**src/pkg/rst_wdt_pkg.sv**
```systemverilog
// Constants, register map and shared types of the reset and watchdog block.
`default_nettype none
package rst_wdt_pkg;
   // ------------------------------------------------------------------
   // Clock and timing
   // ------------------------------------------------------------------
   localparam int CLK_MHZ = 125;
   localparam int POR_DELAY_MS = 100;
   localparam int POR_DELAY_CYC = POR_DELAY_MS * 1000 * CLK_MHZ;
   localparam int MCD_TIMEOUT_US = 220;
   localparam int MCD_TIMEOUT_CYC = MCD_TIMEOUT_US * CLK_MHZ;
   localparam int PIN_STRETCH_CYC = 12;
   localparam int DLY_W = 24;
   localparam int WD_CNT_W = 21;
   localparam logic [4:0] WD_EXP_BASE = 5'h06;
   localparam logic [2:0] WD_DIS_WINDOW = 3'h4;
   // ------------------------------------------------------------------
   // Register map (index; byte address is four times the index)
   // ------------------------------------------------------------------
   localparam int ADDR_W = 10;
   localparam logic [7:0] RESET_CAUSE_IDX = 8'hEF;
   localparam logic [7:0] WDOG_CTRL_IDX = 8'hFF;
   localparam logic [7:0] IRQ_STATUS_IDX = 8'hE0;
   localparam logic [7:0] IRQ_MASK_IDX = 8'hE1;
   localparam logic [6:0] RESET_CAUSE_RST = 7'h00;
   localparam logic [6:0] CAUSE_POR_ONLY = 7'h02;
   localparam logic [2:0] WD_INTERVAL_RST = 3'h7;
   localparam int WD_STATUS_BIT = 4;
   localparam int WD_INTVL_SEL_BIT = 7;
   localparam logic [7:0] WD_ENABLE_CODE = 8'hA5;
   localparam logic [7:0] WD_DIS1_CODE = 8'hDE;
   localparam logic [7:0] WD_DIS2_CODE = 8'hAD;
   localparam logic [7:0] WD_LOCK_CODE = 8'hFF;
   localparam int CNV_BIT = 6;
   localparam int CMP_BIT = 5;
   localparam int SW_BIT = 4;
   localparam int MCD_BIT = 2;
   localparam int POR_BIT = 1;
   localparam int PIN_BIT = 0;
   localparam int IRQ_W = 3;
   localparam int EV_WD_OFF = 0;
   localparam int EV_DIS_REFUSED = 1;
   localparam int EV_LOCK = 2;
   // ------------------------------------------------------------------
   // Types
   // ------------------------------------------------------------------
   typedef struct packed {
      logic cnv;
      logic cmp;
      logic sw;
      logic wdt;
      logic missing_clock_detector;
      logic por;
      logic pin;
   } cause_t;
   typedef enum logic [1:0] {ST_RUN, ST_POR, ST_PIN, ST_STRETCH} seq_state_t;
endpackage
`default_nettype wire

```
**src/design/input_sync.sv**
```systemverilog
// Two-flop synchroniser for asynchronous input pins.
`default_nettype none
module input_sync #(
   parameter int WIDTH = 1
) (
   input wire logic clk_sys,
   input wire logic rst_n,
   input wire logic ce,
   input wire logic [WIDTH-1:0] din,
   output logic [WIDTH-1:0] dout
);
   if (WIDTH < 1) begin : g_chk
      $error("input_sync: WIDTH must be at least 1");
   end
   for (genvar i = 0; i < WIDTH; i++) begin : g_bit
      logic meta_r;
      logic sync_r;
      // The reset-source inputs are active low, so the idle level after reset is one.
      always_ff @(posedge clk_sys) begin
         if (!rst_n) begin
            meta_r <= 1'b1;
            sync_r <= 1'b1;
         end else if (ce) begin
            meta_r <= din[i];
            sync_r <= meta_r;
         end
      end
      assign dout[i] = sync_r;
   end
endmodule // input_sync
`default_nettype wire

```
**src/design/watchdog_timer.sv**
```systemverilog
// Watchdog counter with enable, timed disable sequence, lockout and interval.
`default_nettype none
module watchdog_timer
   import rst_wdt_pkg::*;
(
   input wire logic clk_sys,
   input wire logic rst_n,
   input wire logic ce,
   input wire logic clear,
   input wire logic wr,
   input wire logic [7:0] wdata,
   output logic active,
   output logic [2:0] interval,
   output logic timeout,
   output logic [IRQ_W-1:0] events
);
   logic active_r;
   logic lock_r;
   logic [2:0] intvl_r;
   logic [2:0] win_r;
   logic [WD_CNT_W-1:0] cnt_r;
   logic [WD_CNT_W-1:0] limit;
   logic [4:0] shamt;
   logic do_en;
   logic do_dis1;
   logic do_dis2;
   logic do_lock;
   logic do_intvl;
   logic dis_ok;

   assign do_en = wr && (wdata == WD_ENABLE_CODE);
   assign do_dis1 = wr && (wdata == WD_DIS1_CODE);
   assign do_dis2 = wr && (wdata == WD_DIS2_CODE);
   assign do_lock = wr && (wdata == WD_LOCK_CODE);
   assign do_intvl = wr && !wdata[WD_INTVL_SEL_BIT];
   assign dis_ok = do_dis2 && (win_r != 3'h0) && !lock_r;
   // Timeout is 4^(3+n) clocks, that is 2^(6+2n).
   assign shamt = WD_EXP_BASE + {1'b0, intvl_r, 1'b0};
   assign limit = WD_CNT_W'(1) << shamt;
   // Compare with >= so that shortening the interval mid-count still expires.
   assign timeout = active_r && (cnt_r >= limit - WD_CNT_W'(1));
   assign events[EV_WD_OFF] = dis_ok;
   assign events[EV_DIS_REFUSED] = do_dis2 && !dis_ok;
   assign events[EV_LOCK] = do_lock;
   assign active = active_r;
   assign interval = intvl_r;

   always_ff @(posedge clk_sys) begin
      if (!rst_n || clear) begin
         active_r <= 1'b1;
         lock_r <= 1'b0;
         intvl_r <= WD_INTERVAL_RST;
         win_r <= 3'h0;
         cnt_r <= '0;
      end else if (ce) begin
         if (do_en || timeout) begin
            cnt_r <= '0;
         end else if (active_r) begin
            cnt_r <= cnt_r + WD_CNT_W'(1);
         end
         if (do_en) begin
            active_r <= 1'b1;
         end else if (dis_ok) begin
            active_r <= 1'b0;
         end
         if (do_lock) begin
            lock_r <= 1'b1;
         end
         if (do_dis1) begin
            win_r <= WD_DIS_WINDOW;
         end else if (win_r != 3'h0) begin
            win_r <= win_r - 3'h1;
         end
         if (do_intvl) begin
            intvl_r <= wdata[2:0];
         end
      end
   end

   property p_wd_en;
      @(posedge clk_sys) disable iff (!rst_n || !ce)
      do_en && !clear |=> active_r && (cnt_r == '0);
   endproperty
   a_wd_en: assert property (p_wd_en)
      else $error("Enable code did not start the watchdog from zero.");

   property p_wd_dis;
      @(posedge clk_sys) disable iff (!rst_n || !ce || clear)
      do_dis1 ##[1:4] (do_dis2 && !lock_r) |=> !active_r;
   endproperty
   a_wd_dis: assert property (p_wd_dis)
      else $error("Timely disable sequence did not stop the watchdog.");

   property p_wd_lock;
      @(posedge clk_sys) disable iff (!rst_n || !ce || clear)
      lock_r && do_dis2 && !do_en |=> active_r == $past(active_r);
   endproperty
   a_wd_lock: assert property (p_wd_lock)
      else $error("Locked watchdog changed state on a disable attempt.");

   property p_wd_intvl;
      @(posedge clk_sys) disable iff (!rst_n || !ce)
      clear |=> intvl_r == WD_INTERVAL_RST;
   endproperty
   a_wd_intvl: assert property (p_wd_intvl)
      else $error("Interval is not at its longest after reset.");
endmodule // watchdog_timer
`default_nettype wire

```
**src/design/reset_source_and_watchdog_ctrl.sv**
```systemverilog
// Reset-cause capture, reset sequencing and watchdog control registers.
// ---------------------------------------------------------------------
// Summary of operation
// - Enable code starts the watchdog and clears its count.
// - Two disable codes within four clocks stop the watchdog; else ignored.
// - Lock code blocks disabling until reset; it neither enables nor reloads.
// - Watchdog control bit 4 reads the watchdog running state.
// - Low three control bits set the interval, reset to 111; bit 7 zero.
// - Cause bit 6 enables convert-start low as source; reads its cause.
// - Cause bit 5 enables comparator low as source; reads its cause.
// - Cause bit 4 forces internal reset, pin untouched; reads software cause.
// - Cause bit 3 reads one after a watchdog timeout reset.
// - Cause bit 2 enables missing clock detector; reads its cause.
// - Detector resets when core clock is absent for its timeout window.
// - With monitor pin high, bit 1 selects supply monitor as source.
// - Bit 1 reads one after power-on; other cause bits then meaningless.
// - Writing cause bit 0 forces power-on reset and drives the pin low.
// - Cause bit 0 reads one after an external pin reset.
// - Watchdog timeout is four to the power three plus interval clocks.
// - Stay in reset twelve clocks after the reset pin releases.
// ---------------------------------------------------------------------
`default_nettype none
module reset_source_and_watchdog_ctrl
   import rst_wdt_pkg::*;
#(
   parameter int POR_DELAY = POR_DELAY_CYC,
   parameter int MCD_TIMEOUT = MCD_TIMEOUT_CYC
) (
   input wire logic clk_sys,
   input wire logic rst_n,
   input wire logic ce,
   input wire logic [ADDR_W-1:0] reg_addr,
   input wire logic [7:0] reg_wdata,
   input wire logic reg_wr,
   input wire logic reg_rd,
   output logic [7:0] reg_rdata,
   output logic irq,
   input wire logic convert_start_input,
   input wire logic comparator_out,
   input wire logic supply_monitor_enable_pin,
   input wire logic supply_ok_in,
   input wire logic reset_pin_in,
   input wire logic core_clk_activity,
   output logic reset_pin_out,
   output logic reset_pin_oe,
   output logic sys_rst_n_out
);
   // ------------------------------------------------------------------
   // Elaboration checks
   // ------------------------------------------------------------------
   if (POR_DELAY < 1 || POR_DELAY >= 2 ** DLY_W) begin : g_chk_por
      $error("POR_DELAY out of range for the delay counter");
   end
   if (MCD_TIMEOUT < 1 || MCD_TIMEOUT >= 2 ** DLY_W) begin : g_chk_mcd
      $error("MCD_TIMEOUT out of range for the detector counter");
   end

   localparam logic [DLY_W-1:0] POR_LAST = DLY_W'(POR_DELAY - 1);
   localparam logic [DLY_W-1:0] MCD_LAST = DLY_W'(MCD_TIMEOUT - 1);
   localparam logic [DLY_W-1:0] STRETCH_LAST = DLY_W'(PIN_STRETCH_CYC - 1);

   // ------------------------------------------------------------------
   // Declarations
   // ------------------------------------------------------------------
   logic [5:0] pins_raw;
   logic [5:0] pins_s;
   logic cnv_s, cmp_s, mon_s, sup_s, pin_s, act_s;
   logic act_q_r;
   logic sel_cause, sel_wd, sel_stat, sel_mask;
   logic run;
   logic wr_cause, wr_wd;
   logic por_trig, por_force, pin_trig, sw_trig, mcd_trig, cnv_trig, cmp_trig;
   logic wd_active;
   logic [2:0] wd_intvl;
   logic wd_timeout;
   logic [IRQ_W-1:0] wd_events;
   seq_state_t state_r, state_nxt;
   cause_t pend_r, pend_nxt, cause_r;
   logic [DLY_W-1:0] dly_r, dly_nxt, mcd_cnt_r;
   logic cnv_en_r, cmp_en_r, mcd_en_r, por_sel_r;
   logic [IRQ_W-1:0] stat_r, stat_nxt, mask_r;
   logic [7:0] rd_val, rdata_r;
   logic irq_r, rst_pin_oe_r, sys_rst_n_r;

   // ------------------------------------------------------------------
   // Pin synchronisation
   // ------------------------------------------------------------------
   assign pins_raw = {core_clk_activity, reset_pin_in, supply_ok_in,
                      supply_monitor_enable_pin, comparator_out,
                      convert_start_input};

   input_sync #(
      .WIDTH(6)
   ) u_sync (
      .clk_sys(clk_sys),
      .rst_n(rst_n),
      .ce(ce),
      .din(pins_raw),
      .dout(pins_s)
   );

   assign cnv_s = pins_s[0];
   assign cmp_s = pins_s[1];
   assign mon_s = pins_s[2];
   assign sup_s = pins_s[3];
   assign pin_s = pins_s[4];
   assign act_s = pins_s[5];

   // ------------------------------------------------------------------
   // Register decode
   // ------------------------------------------------------------------
   assign sel_cause = (reg_addr == {RESET_CAUSE_IDX, 2'b00});
   assign sel_wd = (reg_addr == {WDOG_CTRL_IDX, 2'b00});
   assign sel_stat = (reg_addr == {IRQ_STATUS_IDX, 2'b00});
   assign sel_mask = (reg_addr == {IRQ_MASK_IDX, 2'b00});
   assign run = (state_r == ST_RUN);
   // Cause and watchdog writes are dropped while the core itself is held in reset; mask writes are not.
   assign wr_cause = reg_wr && sel_cause && run;
   assign wr_wd = reg_wr && sel_wd && run;

   // ------------------------------------------------------------------
   // Reset sources
   // ------------------------------------------------------------------
   assign por_trig = !sup_s && mon_s && por_sel_r;
   assign por_force = wr_cause && reg_wdata[PIN_BIT];
   assign pin_trig = !pin_s;
   assign sw_trig = wr_cause && reg_wdata[SW_BIT];
   assign mcd_trig = mcd_en_r && (mcd_cnt_r == MCD_LAST);
   assign cnv_trig = cnv_en_r && !cnv_s;
   assign cmp_trig = cmp_en_r && !cmp_s;

   // ------------------------------------------------------------------
   // Watchdog
   // ------------------------------------------------------------------
   watchdog_timer u_wdt (
      .clk_sys(clk_sys),
      .rst_n(rst_n),
      .ce(ce),
      .clear(!run),
      .wr(wr_wd),
      .wdata(reg_wdata),
      .active(wd_active),
      .interval(wd_intvl),
      .timeout(wd_timeout),
      .events(wd_events)
   );

   // ------------------------------------------------------------------
   // Reset sequencer
   // ------------------------------------------------------------------
   // A supply drop wins over everything; the rest are taken only in run.
   always_comb begin
      state_nxt = state_r;
      pend_nxt = pend_r;
      dly_nxt = dly_r + DLY_W'(1);
      if (por_trig) begin
         state_nxt = ST_POR;
         pend_nxt = cause_t'(CAUSE_POR_ONLY);
         dly_nxt = '0;
      end else begin
         unique case (state_r)
            ST_RUN: begin
               dly_nxt = '0;
               pend_nxt = '0;
               if (por_force) begin
                  state_nxt = ST_POR;
                  pend_nxt.por = 1'b1;
               end else if (pin_trig) begin
                  state_nxt = ST_PIN;
                  pend_nxt.pin = 1'b1;
               end else if (sw_trig) begin
                  state_nxt = ST_STRETCH;
                  pend_nxt.sw = 1'b1;
               end else if (wd_timeout) begin
                  state_nxt = ST_STRETCH;
                  pend_nxt.wdt = 1'b1;
               end else if (mcd_trig) begin
                  state_nxt = ST_STRETCH;
                  pend_nxt.missing_clock_detector = 1'b1;
               end else if (cnv_trig) begin
                  state_nxt = ST_STRETCH;
                  pend_nxt.cnv = 1'b1;
               end else if (cmp_trig) begin
                  state_nxt = ST_STRETCH;
                  pend_nxt.cmp = 1'b1;
               end else begin
                  pend_nxt = pend_r;
               end
            end
            ST_POR: begin
               if (dly_r == POR_LAST) begin
                  state_nxt = ST_PIN;
                  dly_nxt = '0;
               end
            end
            ST_PIN: begin
               dly_nxt = '0;
               if (pin_s) begin
                  state_nxt = ST_STRETCH;
               end
            end
            ST_STRETCH: begin
               if (!pin_s) begin
                  state_nxt = ST_PIN;
                  dly_nxt = '0;
               end else if (dly_r == STRETCH_LAST) begin
                  state_nxt = ST_RUN;
               end
            end
         endcase
      end
   end

   always_ff @(posedge clk_sys) begin
      if (!rst_n) begin
         state_r <= ST_POR;
         pend_r <= cause_t'(CAUSE_POR_ONLY);
         dly_r <= '0;
         cause_r <= cause_t'(RESET_CAUSE_RST);
         rst_pin_oe_r <= 1'b1;
         sys_rst_n_r <= 1'b0;
      end else if (ce) begin
         state_r <= state_nxt;
         pend_r <= pend_nxt;
         dly_r <= dly_nxt;
         if (state_r != ST_RUN && state_nxt == ST_RUN) begin
            cause_r <= pend_r;
         end
         rst_pin_oe_r <= (state_nxt == ST_POR);
         sys_rst_n_r <= (state_nxt == ST_RUN);
      end
   end

   // ------------------------------------------------------------------
   // Source enables and missing clock detector
   // ------------------------------------------------------------------
   // The detector watches activity from the core clock tree; clk_sys is
   // the free-running reference, so a stopped core clock still resets.
   always_ff @(posedge clk_sys) begin
      if (!rst_n || !run) begin
         cnv_en_r <= 1'b0;
         cmp_en_r <= 1'b0;
         mcd_en_r <= 1'b0;
         por_sel_r <= 1'b1;
         mcd_cnt_r <= '0;
         act_q_r <= 1'b1;
      end else if (ce) begin
         act_q_r <= act_s;
         if (act_s != act_q_r || mcd_cnt_r == MCD_LAST) begin
            mcd_cnt_r <= '0;
         end else begin
            mcd_cnt_r <= mcd_cnt_r + DLY_W'(1);
         end
         if (wr_cause) begin
            cnv_en_r <= reg_wdata[CNV_BIT];
            cmp_en_r <= reg_wdata[CMP_BIT];
            mcd_en_r <= reg_wdata[MCD_BIT];
            if (mon_s) begin
               por_sel_r <= reg_wdata[POR_BIT];
            end
         end
      end
   end

   // ------------------------------------------------------------------
   // Interrupt status, read data and outputs
   // ------------------------------------------------------------------
   // A new event in the cycle of the clearing read survives it.
   assign stat_nxt = ((reg_rd && sel_stat) ? '0 : stat_r) | wd_events;
   assign rd_val = sel_cause ? {1'b0, cause_r} :
                   sel_wd ? {3'h0, wd_active, 1'b0, wd_intvl} :
                   sel_stat ? {5'h00, stat_r} :
                   sel_mask ? {5'h00, mask_r} :
                   8'h00;

   always_ff @(posedge clk_sys) begin
      if (!rst_n) begin
         stat_r <= '0;
         mask_r <= '0;
         irq_r <= 1'b0;
         rdata_r <= 8'h00;
      end else if (ce) begin
         stat_r <= stat_nxt;
         if (reg_wr && sel_mask) begin
            mask_r <= reg_wdata[IRQ_W-1:0];
         end
         irq_r <= |(stat_nxt & mask_r);
         rdata_r <= reg_rd ? rd_val : 8'h00;
      end
   end

   assign reg_rdata = rdata_r;
   assign irq = irq_r;
   assign reset_pin_out = 1'b0;
   assign reset_pin_oe = rst_pin_oe_r;
   assign sys_rst_n_out = sys_rst_n_r;

   // ------------------------------------------------------------------
   // Assertions
   // ------------------------------------------------------------------
   property p_status_read;
      @(posedge clk_sys) disable iff (!rst_n || !ce)
      reg_rd && sel_wd |=> reg_rdata[WD_STATUS_BIT] == $past(wd_active);
   endproperty
   a_status_read: assert property (p_status_read)
      else $error("Watchdog status bit does not show the running state.");
   property p_sw_reset;
      @(posedge clk_sys) disable iff (!rst_n || !ce)
      sw_trig && !por_trig && !por_force && pin_s
      |=> !sys_rst_n_out && !reset_pin_oe && pend_r.sw;
   endproperty
   a_sw_reset: assert property (p_sw_reset)
      else $error("Software reset did not reset internally with pin idle.");
   property p_pin_force;
      @(posedge clk_sys) disable iff (!rst_n || !ce)
      por_force |=> reset_pin_oe && !sys_rst_n_out && pend_r.por;
   endproperty
   a_pin_force: assert property (p_pin_force)
      else $error("Forced power-on reset did not drive the reset pin.");
   property p_stretch;
      @(posedge clk_sys) disable iff (!rst_n || !ce)
      $rose(sys_rst_n_out) |-> $past(state_r == ST_STRETCH, 12);
   endproperty
   a_stretch: assert property (p_stretch)
      else $error("Reset left before twelve stretch cycles.");
   property p_cause_stable;
      @(posedge clk_sys) disable iff (!rst_n || !ce)
      run ##1 run |-> $stable(cause_r);
   endproperty
   a_cause_stable: assert property (p_cause_stable)
      else $error("Reset cause changed while running.");
   property p_por_only;
      @(posedge clk_sys) disable iff (!rst_n || !ce)
      $rose(sys_rst_n_out) && cause_r.por |-> cause_r == cause_t'(CAUSE_POR_ONLY);
   endproperty
   a_por_only: assert property (p_por_only)
      else $error("Power-on cause mixed with other flags.");
   property p_wdt_reset;
      @(posedge clk_sys) disable iff (!rst_n || !ce)
      run && wd_timeout && !por_trig && !reg_wr && pin_s
      |=> !sys_rst_n_out && pend_r.wdt;
   endproperty
   a_wdt_reset: assert property (p_wdt_reset)
      else $error("Watchdog timeout did not start a reset.");
   property p_mcd_reset;
      @(posedge clk_sys) disable iff (!rst_n || !ce)
      run && mcd_trig && !por_trig && !reg_wr && pin_s && !wd_timeout
      |=> !sys_rst_n_out && pend_r.missing_clock_detector;
   endproperty
   a_mcd_reset: assert property (p_mcd_reset)
      else $error("Missing clock timeout did not start a reset.");
endmodule // reset_source_and_watchdog_ctrl
`default_nettype wire

```
**config.mk**
```make
export PLATFORM = sky130hd
export DESIGN_NAME = reset_source_and_watchdog_ctrl
export DESIGN_NICKNAME = d
export VERILOG_FILES = /design/src/pkg/rst_wdt_pkg.sv /design/src/design/input_sync.sv /design/src/design/watchdog_timer.sv /design/src/design/reset_source_and_watchdog_ctrl.sv
export SDC_FILE = /design/constraint.sdc
export NUM_CORES = 1
export LEC_CHECK = 0
export BUFFER_PORTS_ARGS = -buffer_cell sky130_fd_sc_hd__buf_4
export CAP_MARGIN = 5
export CORE_MARGIN = 3
export CORE_UTILIZATION = 61
export DETAILED_ROUTE_END_ITERATION = 10
export GPL_TIMING_DRIVEN = 0
export HOLD_SLACK_MARGIN = 0.12
export PLACE_DENSITY = 0.89
export SLEW_MARGIN = 10
export SYNTH_ARGS = -nofsm -noshare
export SYNTH_HDL_FRONTEND = slang
export SYNTH_SLANG_ARGS = --single-unit
```
**constraint.sdc**
```tcl
create_clock -name clk_sys -period 3.5 [get_ports clk_sys]
set_input_delay 0.7 -clock clk_sys [delete_from_list [all_inputs] [get_ports clk_sys]]
set_output_delay 0.7 -clock clk_sys [all_outputs]
set_load 0.01 [all_outputs]
```
== Word-level counts from Yosys, hierarchy flattened ==
Cells that the tools add are included.

* Equal/unequal tests: 17
* Bitwise operators: 2
* Shift operators: 1
* Reduce and logical (&&, ||, !) cells: 54
* Mux-type cells: 58
* Order comparisons: 1
* $add $sub $neg: 6

{| class="wikitable"
|+ Operators by type and width
! kind !! count
|-
| 24-bit 2-to-1 mux || 4
|-
| 24-bit one-hot mux with 3 select lines || 1
|-
| 6-bit 2-to-1 mux || 9
|-
| 24-bit by 1-bit adder with 24-bit output, second input constant || 2
|-
| 21-bit 2-to-1 mux || 2
|-
| 10-bit equality test, second input constant || 4
|-
| 8-bit equality test, second input constant || 4
|-
| 2-bit 2-to-1 mux || 14
|-
| 7-bit 2-to-1 mux || 4
|-
| 24-bit by 15-bit equality test with 1-bit output, second input constant || 1
|-
| 24-bit equality test, second input constant || 1
|-
| 24-bit by 4-bit equality test with 1-bit output, second input constant || 1
|-
| 1-bit logical AND || 23
|-
| 21-bit by 1-bit adder with 21-bit output, second input constant || 1
|-
| 21-bit >= comparator || 1
|-
| 3-bit 2-to-1 mux || 7
|-
| 1-bit by 5-bit << shifter with 21-bit output, first input constant || 1
|-
| 21-bit by 1-bit subtractor with 21-bit output, second input constant || 1
|-
| 2-bit AND reduction || 8
|-
| 5-bit 2-to-1 mux || 3
|-
| 1-bit 2-to-1 mux || 11
|-
| 2-bit nonzero test || 5
|-
| 1-bit logical NOT || 8
|-
| 4-bit 2-to-1 mux || 2
|-
| other kinds (15) || 21
|}

* Bits in registers: 127
* Input port bits: 29
* Output and inout port bits: 12

== Longest topological paths before layout ==
Gate-level depths: netlist of the first run.

* Depth after elaboration: 18
* Gate-level depth with buffers: 13

== Modules after synthesis ==
A second synthesis of the first run with hierarchy kept.

* Cell total of the unflattened synthesis: 805
* Area total of the unflattened synthesis: 6825.3 sq um

{| class="wikitable"
|+ Modules (own cells, without submodules)
! module !! cells each !! instances !! area each (sq um)
|-
| reset_source_and_watchdog_ctrl || 511 || 1 || 4352.9
|-
| watchdog_timer || 250 || 1 || 2006.9
|-
| input_sync || 44 || 1 || 465.4
|}

== Worst setup path before layout of the first run ==
No wires, ideal clock.

* Path type: register to register
* Start: reg u_wdt.intvl_r[2], in the netlist u_wdt.interval[2]
* End: reg cause_r[2] (netlist bit)
* Library setup time: 72 ps
* Arrival: 2845 ps
* Stages on the path, launching flop included: 14
* Data required time: 3428 ps
* Period minus slack after synthesis: 2917 ps
* Buffers on the path: 2
* Setup slack: 583 ps
* Path through: dfxtp_1 clkbuf_1 inv_1 nor2_1 nand2_1 ha_1 nand4_1 nor4_1 a221oi_1 a21oi_1 o31ai_1 and4_1 buf_4 mux2i_1

* Word-level cells in the longest chain between the ends: 14

{| class="wikitable"
|+ RTL lines
! element !! RTL line !! RTL
|-
| start: declaration || watchdog_timer.sv:19 || <nowiki>logic [2:0] intvl_r;</nowiki>
|-
| start signal: assignment || watchdog_timer.sv:75 || <nowiki>intvl_r <= wdata[2:0];</nowiki>
|-
| 3-bit by 4-bit adder with 5-bit output || watchdog_timer.sv:38 || <nowiki>assign shamt = WD_EXP_BASE + {1'b0, intvl_r, 1'b0};</nowiki>
|-
| 1-bit by 5-bit << shifter with 21-bit output || watchdog_timer.sv:39 || <nowiki>assign limit = WD_CNT_W'(1) << shamt;</nowiki>
|-
| 21-bit by 1-bit subtractor with 21-bit output || watchdog_timer.sv:41 || <nowiki>assign timeout = active_r && (cnt_r >= limit - WD_CNT_W'(1));</nowiki>
|-
| 21-bit >= comparator || watchdog_timer.sv:41 ||
|-
| 1-bit logical AND || watchdog_timer.sv:41 ||
|-
| 2-bit 2-to-1 mux || reset_source_and_watchdog_ctrl.sv:174 || <nowiki>end else if (wd_timeout) begin</nowiki>
|-
| 2-bit 2-to-1 mux || reset_source_and_watchdog_ctrl.sv:171 || <nowiki>end else if (sw_trig) begin</nowiki>
|-
| 2-bit 2-to-1 mux || reset_source_and_watchdog_ctrl.sv:168 || <nowiki>end else if (pin_trig) begin</nowiki>
|-
| 2-bit 2-to-1 mux || reset_source_and_watchdog_ctrl.sv:165 || <nowiki>if (por_force) begin</nowiki>
|-
| 2-bit one-hot mux with 4 select lines || reset_source_and_watchdog_ctrl.sv:161 || <nowiki>unique case (state_r)</nowiki>
|-
| 2-bit 2-to-1 mux || reset_source_and_watchdog_ctrl.sv:156 || <nowiki>if (por_trig) begin</nowiki>
|-
| 2-bit logical NOT || reset_source_and_watchdog_ctrl.sv:226 || <nowiki>if (state_r != ST_RUN && state_nxt == ST_RUN) begin</nowiki>
|-
| 1-bit logical AND || reset_source_and_watchdog_ctrl.sv:226 ||
|-
| 2-bit AND reduction (no source line) || -- ||
|-
| end signal: assignment || reset_source_and_watchdog_ctrl.sv:219 || <nowiki>cause_r <= cause_t'(RESET_CAUSE_RST);</nowiki>
|-
| end signal: assignment || reset_source_and_watchdog_ctrl.sv:227 || <nowiki>cause_r <= pend_r;</nowiki>
|-
| end: declaration || reset_source_and_watchdog_ctrl.sv:78 || <nowiki>cause_t pend_r, pend_nxt, cause_r;</nowiki>
|}

No other way between the ends.
A chain may end at the register's enable or synchronous reset.

== Worst setup path after layout of the first run ==
* Start: reg u_wdt.intvl_r[0], in the netlist u_wdt.interval[0]
* End: reg cause_r[5] (netlist bit)

The elaborated chain is that of the path after synthesis.

==> impl_metrics.tcl, run 1 <==
set metrics [dict create \
    relSlewSlack 0.461 \
    design.die.area_mm2 0.0121 \
    slew_viol_final 0 \
    setup_tns_ns 0 \
    setup_violations 0 \
    cts_num_sinks 126 \
    syn_inst 801 \
    worstPathMaxFanout 9 \
    grt_pass1_vias 6464 \
    dpl.hpwl_um 12600 \
    port_buffers 37 \
    cts_max_level 4 \
    synth_common_cells "dfxtp_1, nand2_1, nor2_1" \
    whs_endpoint "u_sync.g_bit[2].meta_r" \
    critPathRequiredTime_ns 3.93 \
    final_cell_area_mm2 0.00777 \
    min_from "supply_monitor_enable_pin" \
    min_period_over_period 0.963 \
    final_cell_count_no_fill 1006 \
    vias 6604 \
    ir_drop_mv 0.387 \
    drc 0 \
    wl_um 19200 \
    via_per_inst 6.56 \
    design.core.area_mm2 0.0104 \
    die-height_um 110 \
    synthArstFlopShare 0 \
    drt-pass1-iter-count 6 \
    placed_cell_area_mm2 0.00707 \
    ys_seq_elements 126 \
    hold_depth 3 \
    final.fill_count 704 \
    hold_viol 0 \
    setup_slack_ns 0.131 \
    grt_antenna_before_repair 0 \
    grt_pass1_wl_um 31500 \
    yosysMostFrequentCell "dfxtp_1" \
    drt_iter0_drc 753 \
    ios 41 \
    clkLatencyLatePin_ns 0.54 \
    placedCellCount 977 \
    post-cts-setup-buffers 0 \
    initial_core_util 0.635 \
    numCtsBuffers 17 \
    synth.area.top_cells "dfxtp_1, nand2_1, nor2_1, ha_1, mux2i_1" \
    avgSynthCellArea_um2 8.25 \
    worst_pin_slew_ns 0.806 \
    grt_max_degree 17 \
    cts.clk_slew.worst_paths_ns 0.06 \
    gr-total-overflow 0 \
    clockBufferDepth 2 \
    ff2ff_path_depth 10 \
    finClkSkew_ns 0.00706 \
    synth_edf_count 0 \
    worstSetupPathType "register to register" \
    yosys.area.top_type "dfxtp_1" \
    rr_startpoint "u_wdt.interval[0]" \
    grt_usage 0.333 \
    powerDensity_mw_per_mm2 485 \
    antenna_cells 0 \
    maxCapViolCount 0 \
    wl_per_cell_um 19.1 \
    ys.flop_type "dfxtp_1" \
    crit_arrival_ns 3.79 \
    fp.dieW_um 110 \
    reg2reg_to "cause_r[5]" \
    row_count 37 \
    min_period_ns 3.37 \
    syn_area_mm2 0.00661 \
    syn_to_final_growth_pct 17.6 \
    drive_gt1_frac 0.111 \
    place_congestion 0.998 \
    cts_root_buffer "clkbuf_8" \
    yosysSeqAreaShare 0.382 \
    fin_nets 912 \
    setup.worst_path.end_class "register" \
    p_leak_uw 0.00287 \
    crit_path_start_kind "register" \
    regToRegSetupSlack_ns 0.13 \
    rsz0062_at_grt "no" \
    cts_tree "built" \
    synth_top_area_frac 0.382 \
    hp-class "primary input to register" \
    timing.fmax_mhz 297 \
    synth_warnings 0 \
    ant_nets 0 \
    dp_slack_ns -0.152 \
    synth.distinct_cells 67 \
    status "complete, no violations" \
]
## cells in the final DEF (no fill, tap or decap), types with 6 or more instances in the layout
master,count
ha_1,26
clkbuf_1,18
dfxtp_1,124
clkbuf_16,16
o21a_1,9
xnor2_1,21
nand2b_1,8
nand4_1,24
xor2_1,21
nor4_1,15
buf_4,40
and2_1,8
bufinv_16,7
mux2i_1,32
buf_2,6
inv_1,24
nor3b_1,9
a21oi_1,48
o21ai_0,31
nor3_1,23
nand2_1,92
or3_1,12
nand3_1,37
nor2b_1,6
and4_1,16
nor2_1,91
and3_1,10
## state kept, by name (all words and copies together) (netlist names)
register,flops
act_q_r,1
cause_r,7
cmp_en_r,1
cnv_en_r,1
dly_r,24
irq,1
mask_r,3
mcd_cnt_r,24
mcd_en_r,1
pend_r,7
por_sel_r,1
reg_rdata,7
reset_pin_oe,1
stat_r,3
state_r,2
sys_rst_n_out,1
u_sync.g_bit.meta_r,6
u_sync.g_bit.sync_r,6
u_wdt.active,1
u_wdt.cnt_r,21
u_wdt.interval,3
u_wdt.lock_r,1
u_wdt.win_r,3
## what timing repair did
| item | 4_1_cts | 5_1_grt |
|---|---|---|
| hold buffers | 0 | 0 |
| gates resized for setup | 4 | 5 |
| endpoints found under the setup margin | 33 | 35 |
## worst max path at each step
stage / slack, ns / startpoint / to
6_report: 0.13 / u_wdt.interval[0] / cause_r[5]
3_3_place_gp: -0.04 / u_wdt.interval[2] / u_wdt.cnt_r[12]
3_5_place_dp: -0.15 / u_wdt.interval[2] / u_wdt.cnt_r[13]
2_1_floorplan: 0.58 / u_wdt.interval[2] / cause_r[2]
5_1_grt: 0.007 / u_wdt.interval[0] / cause_r[5]
4_1_cts: 0.00004 / u_wdt.interval[1] / u_wdt.cnt_r[6]
## through the flow
step | hold slack, ns | util | power, uW
2_1_floorplan | 0.432 | - | 1620
3_3_place_gp | 0.442 | 0.679 | 1690
3_5_place_dp | 0.453 | 0.679 | 1700
4_1_cts | 0.377 | 0.746 | 3760
5_1_grt | 0.397 | 0.746 | 3840
6_report | 0.390 | 0.746 | 3770
## critical path, cell delays in order, from the launching register on
cell      delay [ns]
dfxtp_1         0.58
a21oi_1         0.17
nand2b_1        0.19
ha_1            0.31
nand4_1         0.16
o21ai_0         0.13
a211oi_1        0.36
a21oi_2         0.20
o31ai_2         0.54
nand4_2         0.26
mux2i_1         0.36
## cell families (layout without fill, tap and decap cells)
logic type | count (synthesis) | after routing | share of synthesized area
flops | 126 | 126 | 0.382
fa+ha+maj | 26 | 26 | 0.0492
xor+xnor | 42 | 42 | 0.0556
simple gates | 377 | 377 | 0.297
other cells | 2 | 5 | 0.00114
compound gates | 136 | 136 | 0.130
mux | 32 | 32 | 0.0484
buf+inv | 60 | 126 | 0.0369
## routing by layer
metal,part of all wire,GRT usage,vias up
li1,-,-,2991
met1,0.36,0.373,3081
met2,0.49,0.563,421
met3,0.090,0.0821,111
met4,0.056,0.215,0
met5,0,0,-
## cell type report
cell class | count | area (um^2) | area share
Multi-Input combinational cell | 618 | 3870 | 0.498
Clock buffer | 18 | 428 | 0.0550
Clock inverter | 14 | 263 | 0.0338
Buffer | 32 | 141 | 0.0182
Sequential cell | 126 | 2520 | 0.325
Tap cell | 136 | 170 | 0.0219
Inverter | 25 | 93.8 | 0.0121
Timing Repair Buffer | 37 | 278 | 0.0357
## where the power goes
| part | internal (uW) | leakage (uW) | switching [uW] | total [uW] |
|---|---|---|---|---|
| clock | 1390 | 0.000324 | 686 | 2080 |
| combinational | 80.2 | 0.00153 | 146 | 226 |
| sequential | 1450 | 0.00102 | 13.2 | 1460 |
No activity file was read; power rests on OpenSTA's default activity.
==> inputs of run 2 (changes only) <==
--- a/config.mk
+++ b/config.mk
@@ -16,4 +16,5 @@
 export SLEW_MARGIN = 10
 export SYNTH_ARGS = -nofsm -noshare
 export SYNTH_HDL_FRONTEND = slang
+export SYNTH_HIERARCHICAL = 1
 export SYNTH_SLANG_ARGS = --single-unit
==> run 2 against run 1 <==
Against the previous run:
- clock-buffer cell count up 4
- combinational power is 6% lower
- design area rose by 2.0%
- critical endpoint is now u_wdt/cnt_r[5]
- highest routed layer unchanged
==> impl_metrics.tcl, run 2 <==
set metrics [dict create \
    crit_path_start_kind "register" \
    ir_drop_mv 0.439 \
    design.core.area_mm2 0.0106 \
    grt_pass1_vias 6333 \
    wl_per_cell_um 18.1 \
    slew_viol_final 0 \
    reg_top3 "dly_r (24), mcd_cnt_r (24), u_wdt/cnt_r (21)" \
    place_congestion 0.921 \
    clockBufferDepth 2 \
    syn_area_mm2 0.00683 \
    final.fill_count 734 \
    crit_arrival_ns 3.76 \
    grt_antenna_before_repair 0 \
    powerDensity_mw_per_mm2 447 \
    numCtsBuffers 17 \
    final_cell_area_mm2 0.00793 \
    drive_gt1_frac 0.152 \
    dpl.hpwl_um 12500 \
    status "complete, no violations" \
    initial_core_util 0.644 \
    switching_share 0.226 \
    worst_pin_slew_ns 0.906 \
    worstPathMaxFanout 10 \
    syn_to_final_growth_pct 16.2 \
    drc 0 \
    power_frac_clock 0.529 \
    finClkSkew_ns 0.00650 \
    multiInputGateArea_mm2 0.00398 \
    synth_top_area_frac 0.370 \
    yosys.area.top_type "dfxtp_1" \
    fp.dieW_um 112 \
    cts_num_sinks 126 \
    maxCapViolCount 0 \
    gr-total-overflow 0 \
    p_seq_frac 0.411 \
    setup_violations 0 \
    p_leak_uw 0.00306 \
    cts.clk_slew.worst_paths_ns 0.06 \
    antenna_cells 0 \
    post-cts-setup-buffers 0 \
    synth_common_cells "dfxtp_1, nor2_1, nand2_1" \
    drt_iter0_drc 602 \
    worstSetupPathType "register to register" \
    row_count 37 \
    hp-class "primary input to register" \
    cts_tree "built" \
    ys.flop_type "dfxtp_1" \
    grt_usage 0.289 \
    fin_nets 919 \
    rsz0062_at_grt "no" \
    setup_slack_ns 0.162 \
    synth.distinct_cells 87 \
    port_buffers 37 \
    critPathRequiredTime_ns 3.92 \
    hold_viol 0 \
    syn_inst 805 \
    setup.worst_path.end_class "register" \
    yosysMostFrequentCell "dfxtp_1" \
    regArea_mm2 0.00252 \
    layout_common_cells "dfxtp_1, nor2_1, nand2_1" \
    dp_slack_ns -0.413 \
    final_util 0.748 \
    wl_um 18300 \
    via_per_inst 6.36 \
    p_int_uw 2740 \
    grt_pass1_wl_um 29800 \
    cts_root_buffer "clkbuf_8" \
    drt-pass1-iter-count 5 \
    placedCellCount 982 \
    synth_edf_count 0 \
    grt_max_degree 17 \
    synth_warnings 6 \
    cts_max_level 4 \
    placed_cell_area_mm2 0.00729 \
    setup_tns_ns 0 \
    layout_commonest_cell "dfxtp_1" \
    relSlewSlack 0.391 \
    synth.area.top_cells "dfxtp_1, nor2_1, mux2i_1, nand2_1, ha_1" \
    switchingPower_uw 802 \
    timing.fmax_mhz 300 \
    synthArstFlopShare 0 \
    min_period_over_period 0.954 \
    ys_seq_elements 126 \
    ios 41 \
    power_frac_comb 0.060 \
    final_cell_count_no_fill 1012 \
    yosysSeqAreaShare 0.370 \
    vias 6440 \
    die-height_um 112 \
    design.die.area_mm2 0.0125 \
    ant_nets 0 \
    min_period_ns 3.34 \
    clkLatencyLatePin_ns 0.54 \
    avgSynthCellArea_um2 8.48 \
]
[run 2: timing repair]
action / in CTS / in global routing
resized for setup: 3 / 4
hold buffers: 0 / 0
pin swaps: 0 / 1
setup endpoints to repair: 18 / 27
[run 2: power by group through the flow]
stage	clock network [uW]	logic, uW	registers, uW
2_1_floorplan	0	124	1490
3_3_place_gp	0	194	1490
3_5_place_dp	0	201	1490
4_1_cts	1870	204	1460
5_1_grt	1930	227	1460
6_report	1870	212	1460
[run 2: layout make-up]
type | count | share of cell area
Multi-Input combinational cell | 615 | 0.502
Sequential cell | 126 | 0.318
Clock buffer | 22 | 0.0584
Timing Repair Buffer | 37 | 0.0350
Buffer | 40 | 0.0320
Tap cell | 136 | 0.0215
Clock inverter | 10 | 0.0202
Inverter | 26 | 0.0123
[run 2: worst paths after layout]
check / startpoint / to / slack [ns] / depth (start not counted)
worst min-delay path: convert_start_input / u_sync/g_bit[0].meta_r / 0.38 / 3
worst max register to register: state_r[1] / u_wdt/cnt_r[5] / 0.16 / 10
worst max-delay path: state_r[1] / u_wdt/cnt_r[5] / 0.16 / 10
worst min register to register: cause_r[4] / cause_r[4] / 0.47 / 2
[run 2: layer usage]
metal / track usage / vias to the layer above / share of wire
met5: 0 / - / 0
met3: 0.0745 / 80 / 0.067
met2: 0.487 / 306 / 0.48
met1: 0.346 / 3053 / 0.42
met4: 0.130 / 0 / 0.035
li1: - / 3001 / -
[run 2: cell families after synthesis]
group	Yosys count	synth area share
multiplexers	36	0.0528
buffers and inverters	68	0.0526
flip-flops	126	0.370
AO/OA/AOI/OAI	127	0.141
adder cells (fa/ha/maj)	27	0.0495
AND/OR/NAND/NOR	379	0.283
other	3	0.00165
XOR/XNOR	39	0.0500
[run 2: worst max-delay path, stage by stage, from the launching register on]
cell and delay (ns):
dfxtp_1 0.39, nor2_1 0.38, and2_0 0.18, clkbuf_1 0.30, and2_1 0.26, nand4b_1 0.17, o41ai_4 0.60, nor2_1 0.20
a21oi_2 0.45, buf_6 0.22, nor2_1 0.06
[run 2: stage by stage]
step	power, uW	hold slack [ns]
after floorplan	1610	0.435
after global placement	1680	0.448
after detailed placement	1690	0.462
after CTS	3530	0.378
after global routing	3610	0.379
final	3540	0.384
